File: config.mk
export PLATFORM = sky130hd
export DESIGN_NAME = tpwm_core
export DESIGN_NICKNAME = d
export VERILOG_FILES = /design/src/core/tpwm_pkg.sv /design/src/core/tpwm_core.sv
export VERILOG_INCLUDE_DIRS = /design/src /design/src/core
export SDC_FILE = /design/constraint.sdc
export NUM_CORES = 1
export LEC_CHECK = 0
export BUFFER_PORTS_ARGS = -buffer_cell sky130_fd_sc_hd__buf_4
export CAP_MARGIN = 40
export CORE_ASPECT_RATIO = 0.9
export CORE_MARGIN = 3
export CORE_UTILIZATION = 36
export DETAILED_ROUTE_END_ITERATION = 10
export GPL_ROUTABILITY_DRIVEN = 0
export HOLD_SLACK_MARGIN = 0.02
export SETUP_SLACK_MARGIN = 0.02
export SLEW_MARGIN = 10
export SYNTH_ARGS = -nofsm -noshare
export SYNTH_HDL_FRONTEND = slang
export SYNTH_SLANG_ARGS = --single-unit
File: constraint.sdc
create_clock -name ref_clk -period 44.2 [get_ports ref_clk]
set_clock_uncertainty 0.2 [all_clocks]
set_input_delay 8.84 -clock ref_clk [delete_from_list [all_inputs] [get_ports ref_clk]]
set_output_delay 8.84 -clock ref_clk [all_outputs]
set_load 0.01 [all_outputs]
File: src/core/tpwm_regs.svh
// Timing counts, field positions and reset values for the timer-based PWM unit.
// Assumes inclusion by the package and the core; definitions only.
`ifndef TPWM_REGS_SVH
`define TPWM_REGS_SVH
`define TPWM_NUM_MATCH      7
`define TPWM_NUM_OUT        6
`define TPWM_CNT_W          32
`define TPWM_CNT_RST        32'h0000_0000
`define TPWM_MATCH_RST      32'h0000_0000
`define TPWM_MCTL_INT_BIT   0
`define TPWM_MCTL_CLR_BIT   1
`define TPWM_MCTL_STOP_BIT  2
`define TPWM_CAP_W          2
`endif

File: src/core/tpwm_pkg.sv
// Types shared by the timer-based PWM unit and its users.
// Assumes tpwm_regs.svh is on the include path.
`include "tpwm_regs.svh"
package tpwm_pkg;
    typedef logic [`TPWM_CNT_W-1:0] tpwm_word_t;
    typedef enum logic [0:0] {
        TPWM_MODE_TIMER   = 1'h0,
        TPWM_MODE_COUNTER = 1'h1
    } tpwm_mode_t;
    typedef struct packed {
        logic       counter_en;
        logic       counter_reset;
        logic       pwm_mode_en;
        tpwm_mode_t count_mode;
        logic [`TPWM_CAP_W-1:0] cap_sel;
        logic       cap_rise;
        logic       cap_fall;
    } tpwm_ctrl_t;
    typedef struct packed {
        logic [2:0] action;
    } tpwm_mctl_t;
    typedef struct packed {
        logic [`TPWM_NUM_OUT-1:0] out_en;
        logic [`TPWM_NUM_OUT-1:0] dbl_edge;
    } tpwm_ocfg_t;
endpackage : tpwm_pkg

File: src/core/tpwm_core.sv
// Timer-based PWM unit: prescaled 32-bit counter, seven shadowed match registers.
// Assumes all inputs synchronous to ref_clk; software drives match writes as ports.
`timescale 1ns/100ps
`include "tpwm_regs.svh"
module tpwm_core (
    // Clock and reset.
    input  wire logic                          ref_clk,
    input  wire logic                          reset,
    // Control and configuration.
    input  wire tpwm_pkg::tpwm_ctrl_t          ctrl,
    input  wire tpwm_pkg::tpwm_word_t          prescale_max,
    input  wire tpwm_pkg::tpwm_ocfg_t          ocfg,
    input  wire tpwm_pkg::tpwm_mctl_t [6:0]    mctl,
    // Match write port and release strobes.
    input  wire logic                          match_wr,
    input  wire logic [2:0]                    match_sel,
    input  wire tpwm_pkg::tpwm_word_t          match_wdata,
    input  wire logic [6:0]                    latch_en,
    // Capture inputs used as count source.
    input  wire logic [3:0]                    cap_in,
    // Status and outputs.
    output tpwm_pkg::tpwm_word_t               count_val,
    output tpwm_pkg::tpwm_word_t               prescale_val,
    output logic [6:0]                         match_irq,
    output logic [6:0]                         latch_pending,
    output logic [`TPWM_NUM_OUT-1:0]           pwm_out
);
    import tpwm_pkg::*;

    tpwm_word_t               cnt_ff,  nxt_cnt;
    tpwm_word_t               pre_ff,  nxt_pre;
    tpwm_word_t               shadow_ff [7];
    tpwm_word_t               nxt_shadow [7];
    tpwm_word_t               active_ff [7];
    tpwm_word_t               nxt_active [7];
    logic [6:0]               pend_ff, nxt_pend;
    logic [6:0]               irq_ff,  nxt_irq;
    logic                     stop_ff, nxt_stop;
    logic                     cap_ff,  nxt_cap;
    logic [`TPWM_NUM_OUT-1:0] out_ff,  nxt_out;
    logic [6:0]               hit;
    logic                     tick;
    logic                     cap_edge;
    logic                     cap_now;

    assign count_val     = cnt_ff;
    assign prescale_val  = pre_ff;
    assign match_irq     = irq_ff;
    assign latch_pending = pend_ff;
    assign pwm_out       = out_ff;

    // Count source: prescaler input is the clock or a capture edge.
    always_comb begin
        cap_now  = cap_in[ctrl.cap_sel];
        cap_edge = (ctrl.cap_rise & cap_now & ~cap_ff) |
                   (ctrl.cap_fall & ~cap_now & cap_ff);
        tick     = ctrl.counter_en & ~stop_ff &
                   ((ctrl.count_mode == TPWM_MODE_TIMER) | cap_edge);
    end

    always_comb begin
        for (int i = 0; i < `TPWM_NUM_MATCH; i++) begin
            // A held counter reset is no increment edge, so it must not move pins or shadows.
            hit[i] = tick && !ctrl.counter_reset && (pre_ff == prescale_max) &&
                     (cnt_ff == active_ff[i]);
        end
    end

    // Counter, prescaler and match actions.
    always_comb begin
        nxt_cap  = cap_now;
        nxt_pre  = pre_ff;
        nxt_cnt  = cnt_ff;
        nxt_stop = stop_ff;
        nxt_irq  = '0;
        if (ctrl.counter_reset) begin
            nxt_pre = `TPWM_CNT_RST;
            nxt_cnt = `TPWM_CNT_RST;
        end else if (tick) begin
            if (pre_ff == prescale_max) begin
                nxt_pre = `TPWM_CNT_RST;
                nxt_cnt = cnt_ff + 32'h0000_0001;
            end else begin
                nxt_pre = pre_ff + 32'h0000_0001;
            end
            for (int i = 0; i < `TPWM_NUM_MATCH; i++) begin
                if (hit[i]) begin
                    nxt_irq[i] = mctl[i].action[`TPWM_MCTL_INT_BIT];
                    if (mctl[i].action[`TPWM_MCTL_CLR_BIT] || (ctrl.pwm_mode_en && i == 0)) begin
                        nxt_cnt = `TPWM_CNT_RST;
                    end
                    if (mctl[i].action[`TPWM_MCTL_STOP_BIT]) begin
                        nxt_stop = 1'b1;
                    end
                end
            end
        end
        if (!ctrl.counter_en) begin
            nxt_stop = 1'b0;
        end
    end

    // Match shadows: written anywhere, applied at a period restart in PWM mode, at once outside it or while the counter is disabled.
    always_comb begin
        nxt_pend = pend_ff;
        for (int i = 0; i < `TPWM_NUM_MATCH; i++) begin
            nxt_shadow[i] = shadow_ff[i];
            nxt_active[i] = active_ff[i];
        end
        if (match_wr && match_sel < 3'h7) begin
            nxt_shadow[match_sel] = match_wdata;
        end
        nxt_pend = pend_ff | latch_en;
        for (int i = 0; i < `TPWM_NUM_MATCH; i++) begin
            if (pend_ff[i] && (!ctrl.pwm_mode_en || hit[0] || !ctrl.counter_en)) begin
                nxt_active[i] = shadow_ff[i];
                nxt_pend[i]   = latch_en[i];
            end
        end
    end

    // Edge logic; output n rises on match 0 and falls on match n+1, or uses matches n and n+1 when double-edged (n > 0 only).
    always_comb begin
        nxt_out = out_ff;
        for (int n = 0; n < `TPWM_NUM_OUT; n++) begin
            if (!ctrl.pwm_mode_en || !ocfg.out_en[n]) begin
                nxt_out[n] = 1'b0;
            end else if (ocfg.dbl_edge[n] && n > 0) begin
                if (hit[n + 1]) begin
                    nxt_out[n] = 1'b0;
                end else if (hit[n]) begin
                    nxt_out[n] = 1'b1;
                end
            end else begin
                if (hit[n + 1]) begin
                    nxt_out[n] = 1'b0;
                end else if (hit[0]) begin
                    nxt_out[n] = 1'b1;
                end
            end
        end
    end

    always_ff @(posedge ref_clk or posedge reset) begin
        if (reset) begin
            cnt_ff  <= `TPWM_CNT_RST;
            pre_ff  <= `TPWM_CNT_RST;
            pend_ff <= '0;
            irq_ff  <= '0;
            stop_ff <= 1'b0;
            cap_ff  <= 1'b0;
            out_ff  <= '0;
            for (int i = 0; i < `TPWM_NUM_MATCH; i++) begin
                shadow_ff[i] <= `TPWM_MATCH_RST;
                active_ff[i] <= `TPWM_MATCH_RST;
            end
        end else begin
            cnt_ff  <= nxt_cnt;
            pre_ff  <= nxt_pre;
            pend_ff <= nxt_pend;
            irq_ff  <= nxt_irq;
            stop_ff <= nxt_stop;
            cap_ff  <= nxt_cap;
            out_ff  <= nxt_out;
            for (int i = 0; i < `TPWM_NUM_MATCH; i++) begin
                shadow_ff[i] <= nxt_shadow[i];
                active_ff[i] <= nxt_active[i];
            end
        end
    end

    // Checks.
    a_period_restart: assert property (@(posedge ref_clk) disable iff (reset)
        (ctrl.pwm_mode_en && hit[0] && !ctrl.counter_reset) |=> (cnt_ff == 32'h0000_0000))
        else $error("counter not restarted on period match");
    a_single_rise: assert property (@(posedge ref_clk) disable iff (reset)
        (ctrl.pwm_mode_en && ocfg.out_en[0] && !ocfg.dbl_edge[0] && hit[0] && !hit[1])
        |=> pwm_out[0])
        else $error("single-edge output did not rise");
    a_single_fall: assert property (@(posedge ref_clk) disable iff (reset)
        (ctrl.pwm_mode_en && ocfg.out_en[0] && !ocfg.dbl_edge[0] && hit[1]) |=> !pwm_out[0])
        else $error("single-edge output did not fall");
    a_double_rise: assert property (@(posedge ref_clk) disable iff (reset)
        (ctrl.pwm_mode_en && ocfg.out_en[1] && ocfg.dbl_edge[1] && hit[1] && !hit[2])
        |=> pwm_out[1])
        else $error("double-edge output did not rise");
    a_out_disabled: assert property (@(posedge ref_clk) disable iff (reset)
        !ctrl.pwm_mode_en |=> (pwm_out == '0))
        else $error("output driven outside pwm mode");
    a_stop_holds: assert property (@(posedge ref_clk) disable iff (reset)
        (stop_ff && ctrl.counter_en && !ctrl.counter_reset) |=> $stable(cnt_ff))
        else $error("counter moved while halted");
    a_irq_cause: assert property (@(posedge ref_clk) disable iff (reset)
        match_irq[0] |-> $past(hit[0]) && $past(mctl[0].action[0]))
        else $error("match interrupt without match");
    a_shadow_held: assert property (@(posedge ref_clk) disable iff (reset)
        (ctrl.pwm_mode_en && ctrl.counter_en && !hit[0]) |=> $stable(active_ff[1]))
        else $error("match applied mid-period");
    a_prescale_step: assert property (@(posedge ref_clk) disable iff (reset)
        (tick && pre_ff != prescale_max && !ctrl.counter_reset) |=> $stable(cnt_ff))
        else $error("counter advanced before prescaler terminal");
endmodule : tpwm_core

After elaboration in Yosys (flattened, before gate mapping)
Cells that the tools add are included.
{"block": "word_totals", "register_bits": 534, "output_inout_bits": 84, "word_cells": 202, "inputBits": 122}
{"block": "op_classes", "eq_ne": 15, "bitwise": 14, "reduce_logical": 49, "n_mux": 92, "add_sub_neg": 2, "order_cmp": 4}
{"cell": "32-bit two-way mux", "count": 23}
{"cell": "32-bit equality test", "count": 8}
{"cell": "224-bit bitwise mux", "count": 1}
{"cell": "32-bit demux with 3-bit select", "count": 1}
{"cell": "32-bit by 1-bit adder with 32-bit output (second input constant)", "count": 2}
{"cell": "1-bit two-way mux", "count": 64}
{"cell": "4-bit by 1-bit != test with 1-bit output (second input constant)", "count": 5}
{"cell": "4-bit nonzero test", "count": 5}
{"cell": "1-bit logical AND", "count": 18}
{"cell": "7-bit two-way mux", "count": 2}
{"cell": "2-bit AND reduction", "count": 6}
{"cell": "1-bit logical NOT", "count": 9}
{"cell": "1-bit logical OR", "count": 9}
{"cell": "7-bit bitwise OR", "count": 1}
{"cell": "1-bit bitwise AND", "count": 6}
{"cell": "4-bit >= comparator (second input constant)", "count": 1}
{"cell": "4-bit by 1-bit less-than comparator with 1-bit output (second input constant)", "count": 1}
{"cell": "1-bit inverter", "count": 4}
{"cell": "3-bit inverter with 4-bit output", "count": 1}
{"cell": "2-bit by 3-bit less-than comparator with 1-bit output (second input constant)", "count": 1}
{"cell": "3-bit less-than comparator (second input constant)", "count": 1}
{"cell": "3-bit nonzero test", "count": 1}
{"cell": "1-bit binary-select mux with 2-bit select", "count": 1}
{"cell": "2-bit by 1-bit != test with 1-bit output (second input constant)", "count": 1}
{"cell": "other kinds (3)", "count": 4}

Logic depth before layout (Yosys ltp)
Gate-level depths: netlist (run 1).
{"block": "depth", "ltp_word": 31, "depth_mapped": 12, "mapped_depth_nobuf": 9}

Worst setup path after synthesis (run 1)
Ideal clock, no wire load.
{"block": "synth_path", "path_kind": "input port to flip-flop", "startpoint": "input ctrl[2] in the netlist's numbering", "endpoint": "register active_ff[0] in the netlist's numbering", "path_slack_ns": 33.071, "stages": 9, "n_path_buf": 1, "required_ns": 43.873, "arrival_time_ns": 10.801, "setup_time_ns": 0.127, "path_cell_list": "mux4_2 -> mux2i_1 -> o21ai_2 -> nor3_4 -> nand2_2 -> nand3_4 -> nand2_4 -> buf_6 -> mux2_1"}
{"block": "synth_via", "elab_chain_len": 14, "word_cells_on_any_way": 16, "cone_classes": "2 x mux; 8 x bitwise; 6 x reduce/logical"}
{"item": "start, declared", "line_no": "tpwm_core.sv:10", "text": "input wire tpwm_pkg::tpwm_ctrl_t ctrl,"}
{"item": "1-bit binary-select mux with 2-bit select *", "line_no": "tpwm_core.sv:54", "text": "cap_now = cap_in[ctrl.cap_sel];"}
{"item": "1-bit two-way mux (not written as such) *", "line_no": "tpwm_core.sv:54"}
{"item": "1-bit inverter", "line_no": "tpwm_core.sv:56", "text": "(ctrl.cap_fall & ~cap_now & cap_ff);"}
{"item": "1-bit bitwise AND (2 in series)", "line_no": "tpwm_core.sv:56"}
{"item": "1-bit bitwise OR *", "line_no": "tpwm_core.sv:55", "text": "cap_edge = (ctrl.cap_rise & cap_now & ~cap_ff) |"}
{"item": "1-bit bitwise OR *", "line_no": "tpwm_core.sv:58", "text": "((ctrl.count_mode == TPWM_MODE_TIMER) | cap_edge);"}
{"item": "1-bit bitwise AND *", "line_no": "tpwm_core.sv:57", "text": "tick = ctrl.counter_en & ~stop_ff &"}
{"item": "1-bit logical AND * (3 in series)", "line_no": "tpwm_core.sv:64", "text": "hit[i] = tick && !ctrl.counter_reset && (pre_ff == prescale_max) &&"}
{"item": "1-bit logical OR * (2 in series)", "line_no": "tpwm_core.sv:115", "text": "if (pend_ff[i] && (!ctrl.pwm_mode_en || hit[0] || !ctrl.counter_en)) begin"}
{"item": "1-bit logical AND *", "line_no": "tpwm_core.sv:115"}
{"item": "end signal, assigned by index", "line_no": "tpwm_core.sv:155", "text": "active_ff[i] <= `TPWM_MATCH_RST;"}
{"item": "end signal, assigned by index", "line_no": "tpwm_core.sv:167", "text": "active_ff[i] <= nxt_active[i];"}
{"item": "end, declared", "line_no": "tpwm_core.sv:34", "text": "tpwm_word_t active_ff [7];"}
Mark *: on every way between the ends. The rest lies on a longest branch, timed or not. The select of a mux whose other input is x is not followed.
A chain may end at the register's enable or synchronous reset.

Final worst setup path (run 1)
{"block": "layout_path", "startpoint": "input prescale_max[21]", "endpoint": "register active_ff[93] in the netlist's numbering"}
{"block": "layout_via", "elab_chain_len": 6}
{"item": "start, declared", "line_no": "tpwm_core.sv:11", "text": "input wire tpwm_pkg::tpwm_word_t prescale_max,"}
{"item": "32-bit equality test", "line_no": "tpwm_core.sv:64"}
{"item": "1-bit logical AND (2 in series)", "line_no": "tpwm_core.sv:64"}
{"item": "1-bit logical OR (2 in series)", "line_no": "tpwm_core.sv:115"}
{"item": "1-bit logical AND", "line_no": "tpwm_core.sv:115"}
No other way between the ends.

==> out/qor.yml, run 1 <==
whs_ns: 0.267
multi_input_area_sq_mm: 0.0102
synth_nets: 1963
synth_flop_cell: "dfrtp_1"
tightest_slew_ns: 0.954
start_util_pct: 36.6
regArea_sq_mm: 0.0134
rows: 89
p_sw_mw: 0.358
synthCells: 1839
rsz0062_at_grt: "no"
fin_util_pct: 43.3
cts_resized: 0
final_common_cell: "dfrtp_1"
drt_iter0_markers: 864
io_buffers: 204
use_met2_pct: 33.2
cts_made_buffers: 54
fmax_ghz: 0.0840
dp_hpwl_um: 48100
antennaDiodeCount: 0
min_path_type: "reg2reg"
io-pin-count: 206
ant_nets: 0
dr_total_vias: 15600
fin_crit_ns: 11.90
holdCritStartpoint: "shadow_ff[183]"
grt_pass1_vias: 16300
tns_ns: 0
drt-pass1-iter-count: 5
min_to: "active_ff[183]"
syn_area_per_cell_sq_um: 13.1
cellPowerDensity_mw_per_mm2: 47.1
postCtsHoldBufs: 0
drt-wirelength-per-cell_um: 24.0
r2r_slack_ns: 39.75
vdd_ir_drop_max_mv: 0.0415
power_switching_share_pct: 26.6
drt_wl_total_um: 71000
holdPathStages: 1
async_reset_ff_share_pct: 100
cts_buffer_depth: 3
fin_crit_sh_pct: 26.9
die_w_um: 279
ys_ff_latch: 534
p_clk_share_pct: 35.0
finalSetupViolations: 0
cts_root_buf: "clkbuf_16"
syn_area_sq_mm: 0.0242
htree_num_levels: 2
clock_sinks: 534
synth_edf_count: 0
leakage_nw: 13.0
yosysSeqAreaShare_pct: 55.3
fp.coreArea_sq_mm: 0.0660
nets: 2168
endpoint_kind: "register"
required_ns: 44.48
nFillCells: 6102
yosysUniqueCellTypes: 57
final_cell_mix: "dfrtp_1 (534), buf_4 (241), mux2_2 (238)"
met3_usage_pct: 3.10
yosys_warnings: 0
reg2reg_depth: 8
status: "complete, no violations"
p_int_mw: 0.987
p_seq_share_pct: 49.2
reg2reg_from: "count_val[20]"
grt_pass1_wl_um: 106000
criticalPathCategory: "in2reg"
vias_per_cell: 5.30
finalHoldViolations: 0
antenna_found_initial: 4
grt_max_degree: 105
r2r_end: "active_ff[93]"
clkLatencyLatePin_ns: 0.62
die_h_um: 252
area_growth_pct: 18.3
final_max_slew_viol_count: 0
crit_fanout: 32
relSlewSlack_pct: 36.2
drive_gt1_share_pct: 28.9
met1_usage_pct: 28.2
post_cts_buffers: 0
grtUsageTotal_pct: 20.1
cts_tree: "built"
grt.overflow.total: 0
drc: 0
clkTransAtPathRegs_ns: 0.06
start_kind: "primary input"
die-area_sq_mm: 0.0703
busiest_layer: "met2"
comb_power_share_pct: 15.8
cp.arrival_ns: 12.18
drv_cap: 0
metal layers:
layer,routed length [um],share of wire (%),vias to the layer above
met5,11,0.016,-
li1,-,-,6878
met2,32900,46,415
met4,1240,1.8,2
met1,32800,46,8253
met3,4010,5.6,92
registers in the layout, indices dropped and copies added, names as in the netlist:
register       flops
latch_pending      7
prescale_val      32
count_val         32
shadow_ff        224
active_ff        224
cap_ff             1
stop_ff            1
match_irq          7
pwm_out            6
critical path: stages:
cell and delay [ns]:
buf_4 0.11, xor2_1 0.16, nor4_1 0.36, nand4_1 0.43, nor3_4 0.71, nand2_2 0.24, nand3_4 0.36, nand2_4 0.43
mux2_1 0.47
cell families after synthesis:
group           synth area share, %
compound gates                 3.47
xor+xnor                       9.90
fa+ha+maj                     0.104
buf+inv                        2.76
flops                          55.3
mux                            21.0
simple gates                   7.45
how the worst max path moves through the flow:
stage,start,to,cells after the start
2_1_floorplan,reset,active_ff[0],1
3_3_place_gp,prescale_max[30],active_ff[84],9
3_5_place_dp,prescale_max[21],active_ff[86],9
4_1_cts,prescale_max[21],active_ff[21],9
5_1_grt,prescale_max[21],active_ff[93],9
6_report,prescale_max[21],active_ff[93],9
per-stage QoR:
step / worst slack [ns] / power (mW) / cell area [sq um] / std cells
final: 32.30 / 1.34 / 28600 / 2951
after global routing: 32.14 / 1.41 / 28600 / 2951
after CTS: 32.34 / 1.36 / 28500 / 2950
after detailed placement: 31.70 / 0.886 / 26700 / 2851
after global placement: 31.75 / 0.869 / 26500 / 2837
after floorplan: 20.24 / 0.812 / 24200 / 1839
cells in the mapped netlist (7+ instances only):
cell type	n	share of area, %
mux2_2	238	11
nor4_1	63	1.6
nand2_1	95	1.5
inv_1	12	0.19
buf_6	21	0.98
a21oi_1	8	0.17
nand4_1	33	0.85
nand3_1	35	0.73
xor2_1	234	8.5
clkbuf_1	45	0.70
xnor2_1	39	1.4
nor3_1	16	0.33
nand2_4	7	0.33
nor2_1	30	0.47
dfrtp_1	534	55
o21ai_0	69	1.4
buf_2	32	0.66
mux2_1	210	9.8
and3_1	19	0.49
a21o_1	13	0.40
cell type report:
cell class                 count  area share (%)
clock buffer                  77            5.39
sequential                   534            46.8
timing repair buffer         255            7.39
tap                          864            3.78
inverter                      12           0.184
clock inverter                22           0.919
multi-input combinational   1187            35.6
power groups by stage:
stage                     Sequential [mW]  Combinational, mW  Clock (mW)
after floorplan                     0.654              0.157           0
after global placement              0.664              0.205           0
after detailed placement            0.671              0.215           0
after CTS                           0.662              0.217       0.480
after global routing                0.675              0.233       0.499
final                               0.662              0.213       0.470
Power figures use the tool's default switching activity.
==> run 2: changes to the inputs <==
- ABC_AREA: not set -> 1
- clock period: 44.2 -> 12.1 ns (I/O delays scaled with it)
==> run 2 against run 1 <==
Register-to-register slack got worse by 32 ns. Combinational power increased to 3.3 times the previous value. Setup slack got worse by 26 ns. Via count increased by 28%. Non-clock buffer count increased by 9. Sequential cell count unchanged. Critical path depth increased by 8. Core utilization decreased by 0.38 points. Final cell count increased by 40%. Global-route usage decreased by 0.21 points. Cell area increased by 3.4%. Highest routed layer is now met4.
==> out/qor.yml, run 2 <==
clock_sinks: 534  # unchanged
area_growth_pct: 17.6
cts_made_buffers: 57  # +5.6%
leakage_nw: 14.2  # +9.5%
antenna_found_initial: 0  # -4
synthCells: 2990  # +63%
comb_power_share_pct: 14.8  # -1.0 points
start_kind: "primary input"
grt_pass1_vias: 19200  # +18%
ys_top_cells_by_area: "dfrtp_1 (53%), nand2_1 (17%), xnor2_1 (7.5%)"
die-area_sq_mm: 0.0730  # +4.0%
synth_most_common_cell: "nand2_1"
reg2reg_depth: 18  # +10
vdd_ir_drop_max_mv: 0.106  # +160%
min_path_type: "reg2reg"
cts_root_buf: "clkbuf_16"
synth.largest_area_cell: "dfrtp_1"
status: "complete, no violations"
drv_cap: 0  # unchanged
dp_hpwl_um: 47600  # -0.98%
drt_iter0_markers: 1883  # +120%
fmax_ghz: 0.164
cts_resized: 0  # unchanged
dp_slack_ns: 5.36  # -26.34 ns
async_reset_ff_share_pct: 100  # unchanged
ys_ff_latch: 534  # unchanged
fin_crit_ns: 6.09
criticalPathCategory: "in2reg"
tightest_slew_ns: 0.928  # -0.0258 ns
die_h_um: 257  # +2.0%
post_cts_buffers: 0  # unchanged
grt.overflow.total: 0  # unchanged
p_seq_share_pct: 47.9  # -1.3 points
r2r_slack_ns: 7.41  # -32.34 ns
tns_ns: 0  # unchanged
fp.coreArea_sq_mm: 0.0689  # +4.3%
endpoint_kind: "register"
nets: 3284  # +51%
ant_nets: 0  # unchanged
syn_area_sq_mm: 0.0251  # +4.0%
io_buffers: 204  # unchanged
cellPowerDensity_mw_per_mm2: 161  # +240%
synth_nets: 3114  # +59%
largest_registers: "active_ff (224), shadow_ff (224)"
holdPathStages: 2  # +1
clkLatencyLatePin_ns: 0.63  # about the same
drt-pass1-iter-count: 5  # unchanged
yosys_warnings: 0  # unchanged
synth_edf_count: 0  # unchanged
power_switching_share_pct: 28.0  # +1.3 points
syn_area_per_cell_sq_um: 8.41  # -36%
yosysSeqAreaShare_pct: 53.2  # -2.2 points
p_sw_mw: 1.33  # +270%
rows: 91  # +2.2%
worst_slack_ns: 6.01  # -26.29 ns
fin_area_sq_mm: 0.0296  # +3.4%
io-pin-count: 206  # unchanged
synth_top_cells_by_count: "nand2_1 (1135), dfrtp_1 (534), o21ai_0 (275), xnor2_1 (214), nor2_1 (169)"
power.total_mw: 4.76  # +250%
cp.arrival_ns: 6.41  # -5.77 ns
clkTransAtPathRegs_ns: 0.06  # about the same
antennaDiodeCount: 0  # unchanged
start_util_pct: 36.5  # -0.093 points
synth_flop_cell: "dfrtp_1"
die_w_um: 285  # +2.0%
cts_buffer_depth: 3  # unchanged
cts_tree: "built"
synth_top_area_share_pct: 53.2  # -2.2 points
finalHoldViolations: 0  # unchanged
min_to: "active_ff[97]"
yosysUniqueCellTypes: 33  # -42%
dr_total_vias: 20000  # +28%
cp_slowest_cell: "buf_4"
grt_pass1_wl_um: 114000  # +8.1%
place_area_sq_mm: 0.0277  # +3.5%
fin_crit_sh_pct: 50.3
p_int_mw: 3.43  # +250%
finalSetupViolations: 0  # unchanged
crit_fanout: 38  # +19%
drt-wirelength-per-cell_um: 17.6  # -27%
drc: 0  # unchanged
vias_per_cell: 4.84  # -8.6%
drt_wl_total_um: 72700  # +2.5%
final_max_slew_viol_count: 0  # unchanged
slowest_delay_ns: 0.56  # -0.15 ns
holdCritStartpoint: "shadow_ff[97]"
p_clk_share_pct: 37.2  # +2.2 points
rsz0062_at_grt: "no"
crit_chain: "buf_4 -> xnor2_1 -> nand2_1 -> nor2_1 -> nand2_1 -> nor2_1 -> nand2_2 -> nor2_4 -> nand2_2 -> nand3_2 -> buf_4 -> nand2_1 -> buf_4 -> clkinv_1 -> buf_4 -> nand2_1 -> o21ai_0"
htree_num_levels: 2  # unchanged
reg2reg_from: "prescale_val[5]"
relSlewSlack_pct: 38.1  # +2.0 points
postCtsHoldBufs: 0  # unchanged
r2r_end: "active_ff[117]"
final_common_cell: "nand2_1"
grt_max_degree: 157  # +50%
drive_gt1_share_pct: 11.9  # -17 points
grtUsageTotal_pct: 19.9  # -0.21 points
whs_ns: 0.249  # -0.0181 ns
required_ns: 12.43  # -32.05 ns
final_cell_mix: "nand2_1 (1129), dfrtp_1 (534), o21ai_0 (275)"
[run 2: cell count changes after synthesis, sizes merged, moves of 25 or more]
cell / delta
xor2: -164
nand3: +75
nand2: +1039
buf: +32
mux2: -448
nand4: +25
xnor2: +175
nor2: +140
o21ai: +218
nor4: -53
inv: +139
[run 2: critical path, delay by kind of cell]
kind                      cells  cell delay (ns)
and+or+nand+nor              10             1.93
buffers and inverters         5             1.72
xor gates and xnor gates      1             0.14
AOI/OAI and AO/OA             1             0.09
[run 2: per-layer routing]
metal  share of wire, %  vias to the layer above  routed length, um  track usage (%)
met2                 45                      572              32800             31.7
met1                 46                     9582              33500             28.3
met5                  0                        -                  0                0
met4                2.3                        0               1650             5.43
li1                   -                     9766                  -                -
met3                6.5                       99               4750             3.21
[run 2: cell families (layout without fill, tap and decap cells)]
kind of cell	Yosys count	count (layout)	share of synthesized area (%)
AO/OA/AOI/OAI	329	329	6.81
XOR/XNOR	284	284	9.89
adder cells (fa/ha/maj)	2	2	0.0995
buffers and inverters	309	521	5.47
flip-flops	534	534	53.2
AND/OR/NAND/NOR	1532	1532	24.6
[run 2: how the worst max path moves through the flow]
stage / start / to / slack, ns / cells after the start
CTS: prescale_max[2] / active_ff[127] / 6.01 / 17
detailed placement: prescale_max[2] / active_ff[117] / 5.36 / 17
global placement: prescale_max[2] / active_ff[125] / 5.39 / 17
global route: prescale_max[2] / active_ff[117] / 5.61 / 17
floorplan: reset / active_ff[0] / 2.22 / 1
finish: prescale_max[2] / active_ff[117] / 6.01 / 17
[run 2: cell type report]
type | count | area (sq um)
Clock buffer | 79 | 1610
Clock inverter | 22 | 270
Fill cell | 6921 | 39300
Inverter | 156 | 594
Multi-Input combinational cell | 2147 | 10400
Sequential cell | 534 | 13400
Tap cell | 930 | 1160
Timing Repair Buffer | 264 | 2130
[run 2: through the flow]
stage                     util (%)  instances
after floorplan                  -       2990
after global placement        39.9       4023
after detailed placement      40.2       4031
after CTS                     42.9       4132
after global routing          42.9       4132
final                         42.9       4132
[run 2: power groups by stage]
stage / Clock (mW) / Combinational (mW) / Sequential [mW]
after CTS: 1.81 / 0.717 / 2.28
after detailed placement: 0 / 0.713 / 2.31
after global placement: 0 / 0.691 / 2.30
after floorplan: 0 / 0.526 / 2.28
after global routing: 1.89 / 0.814 / 2.32
final: 1.77 / 0.707 / 2.28
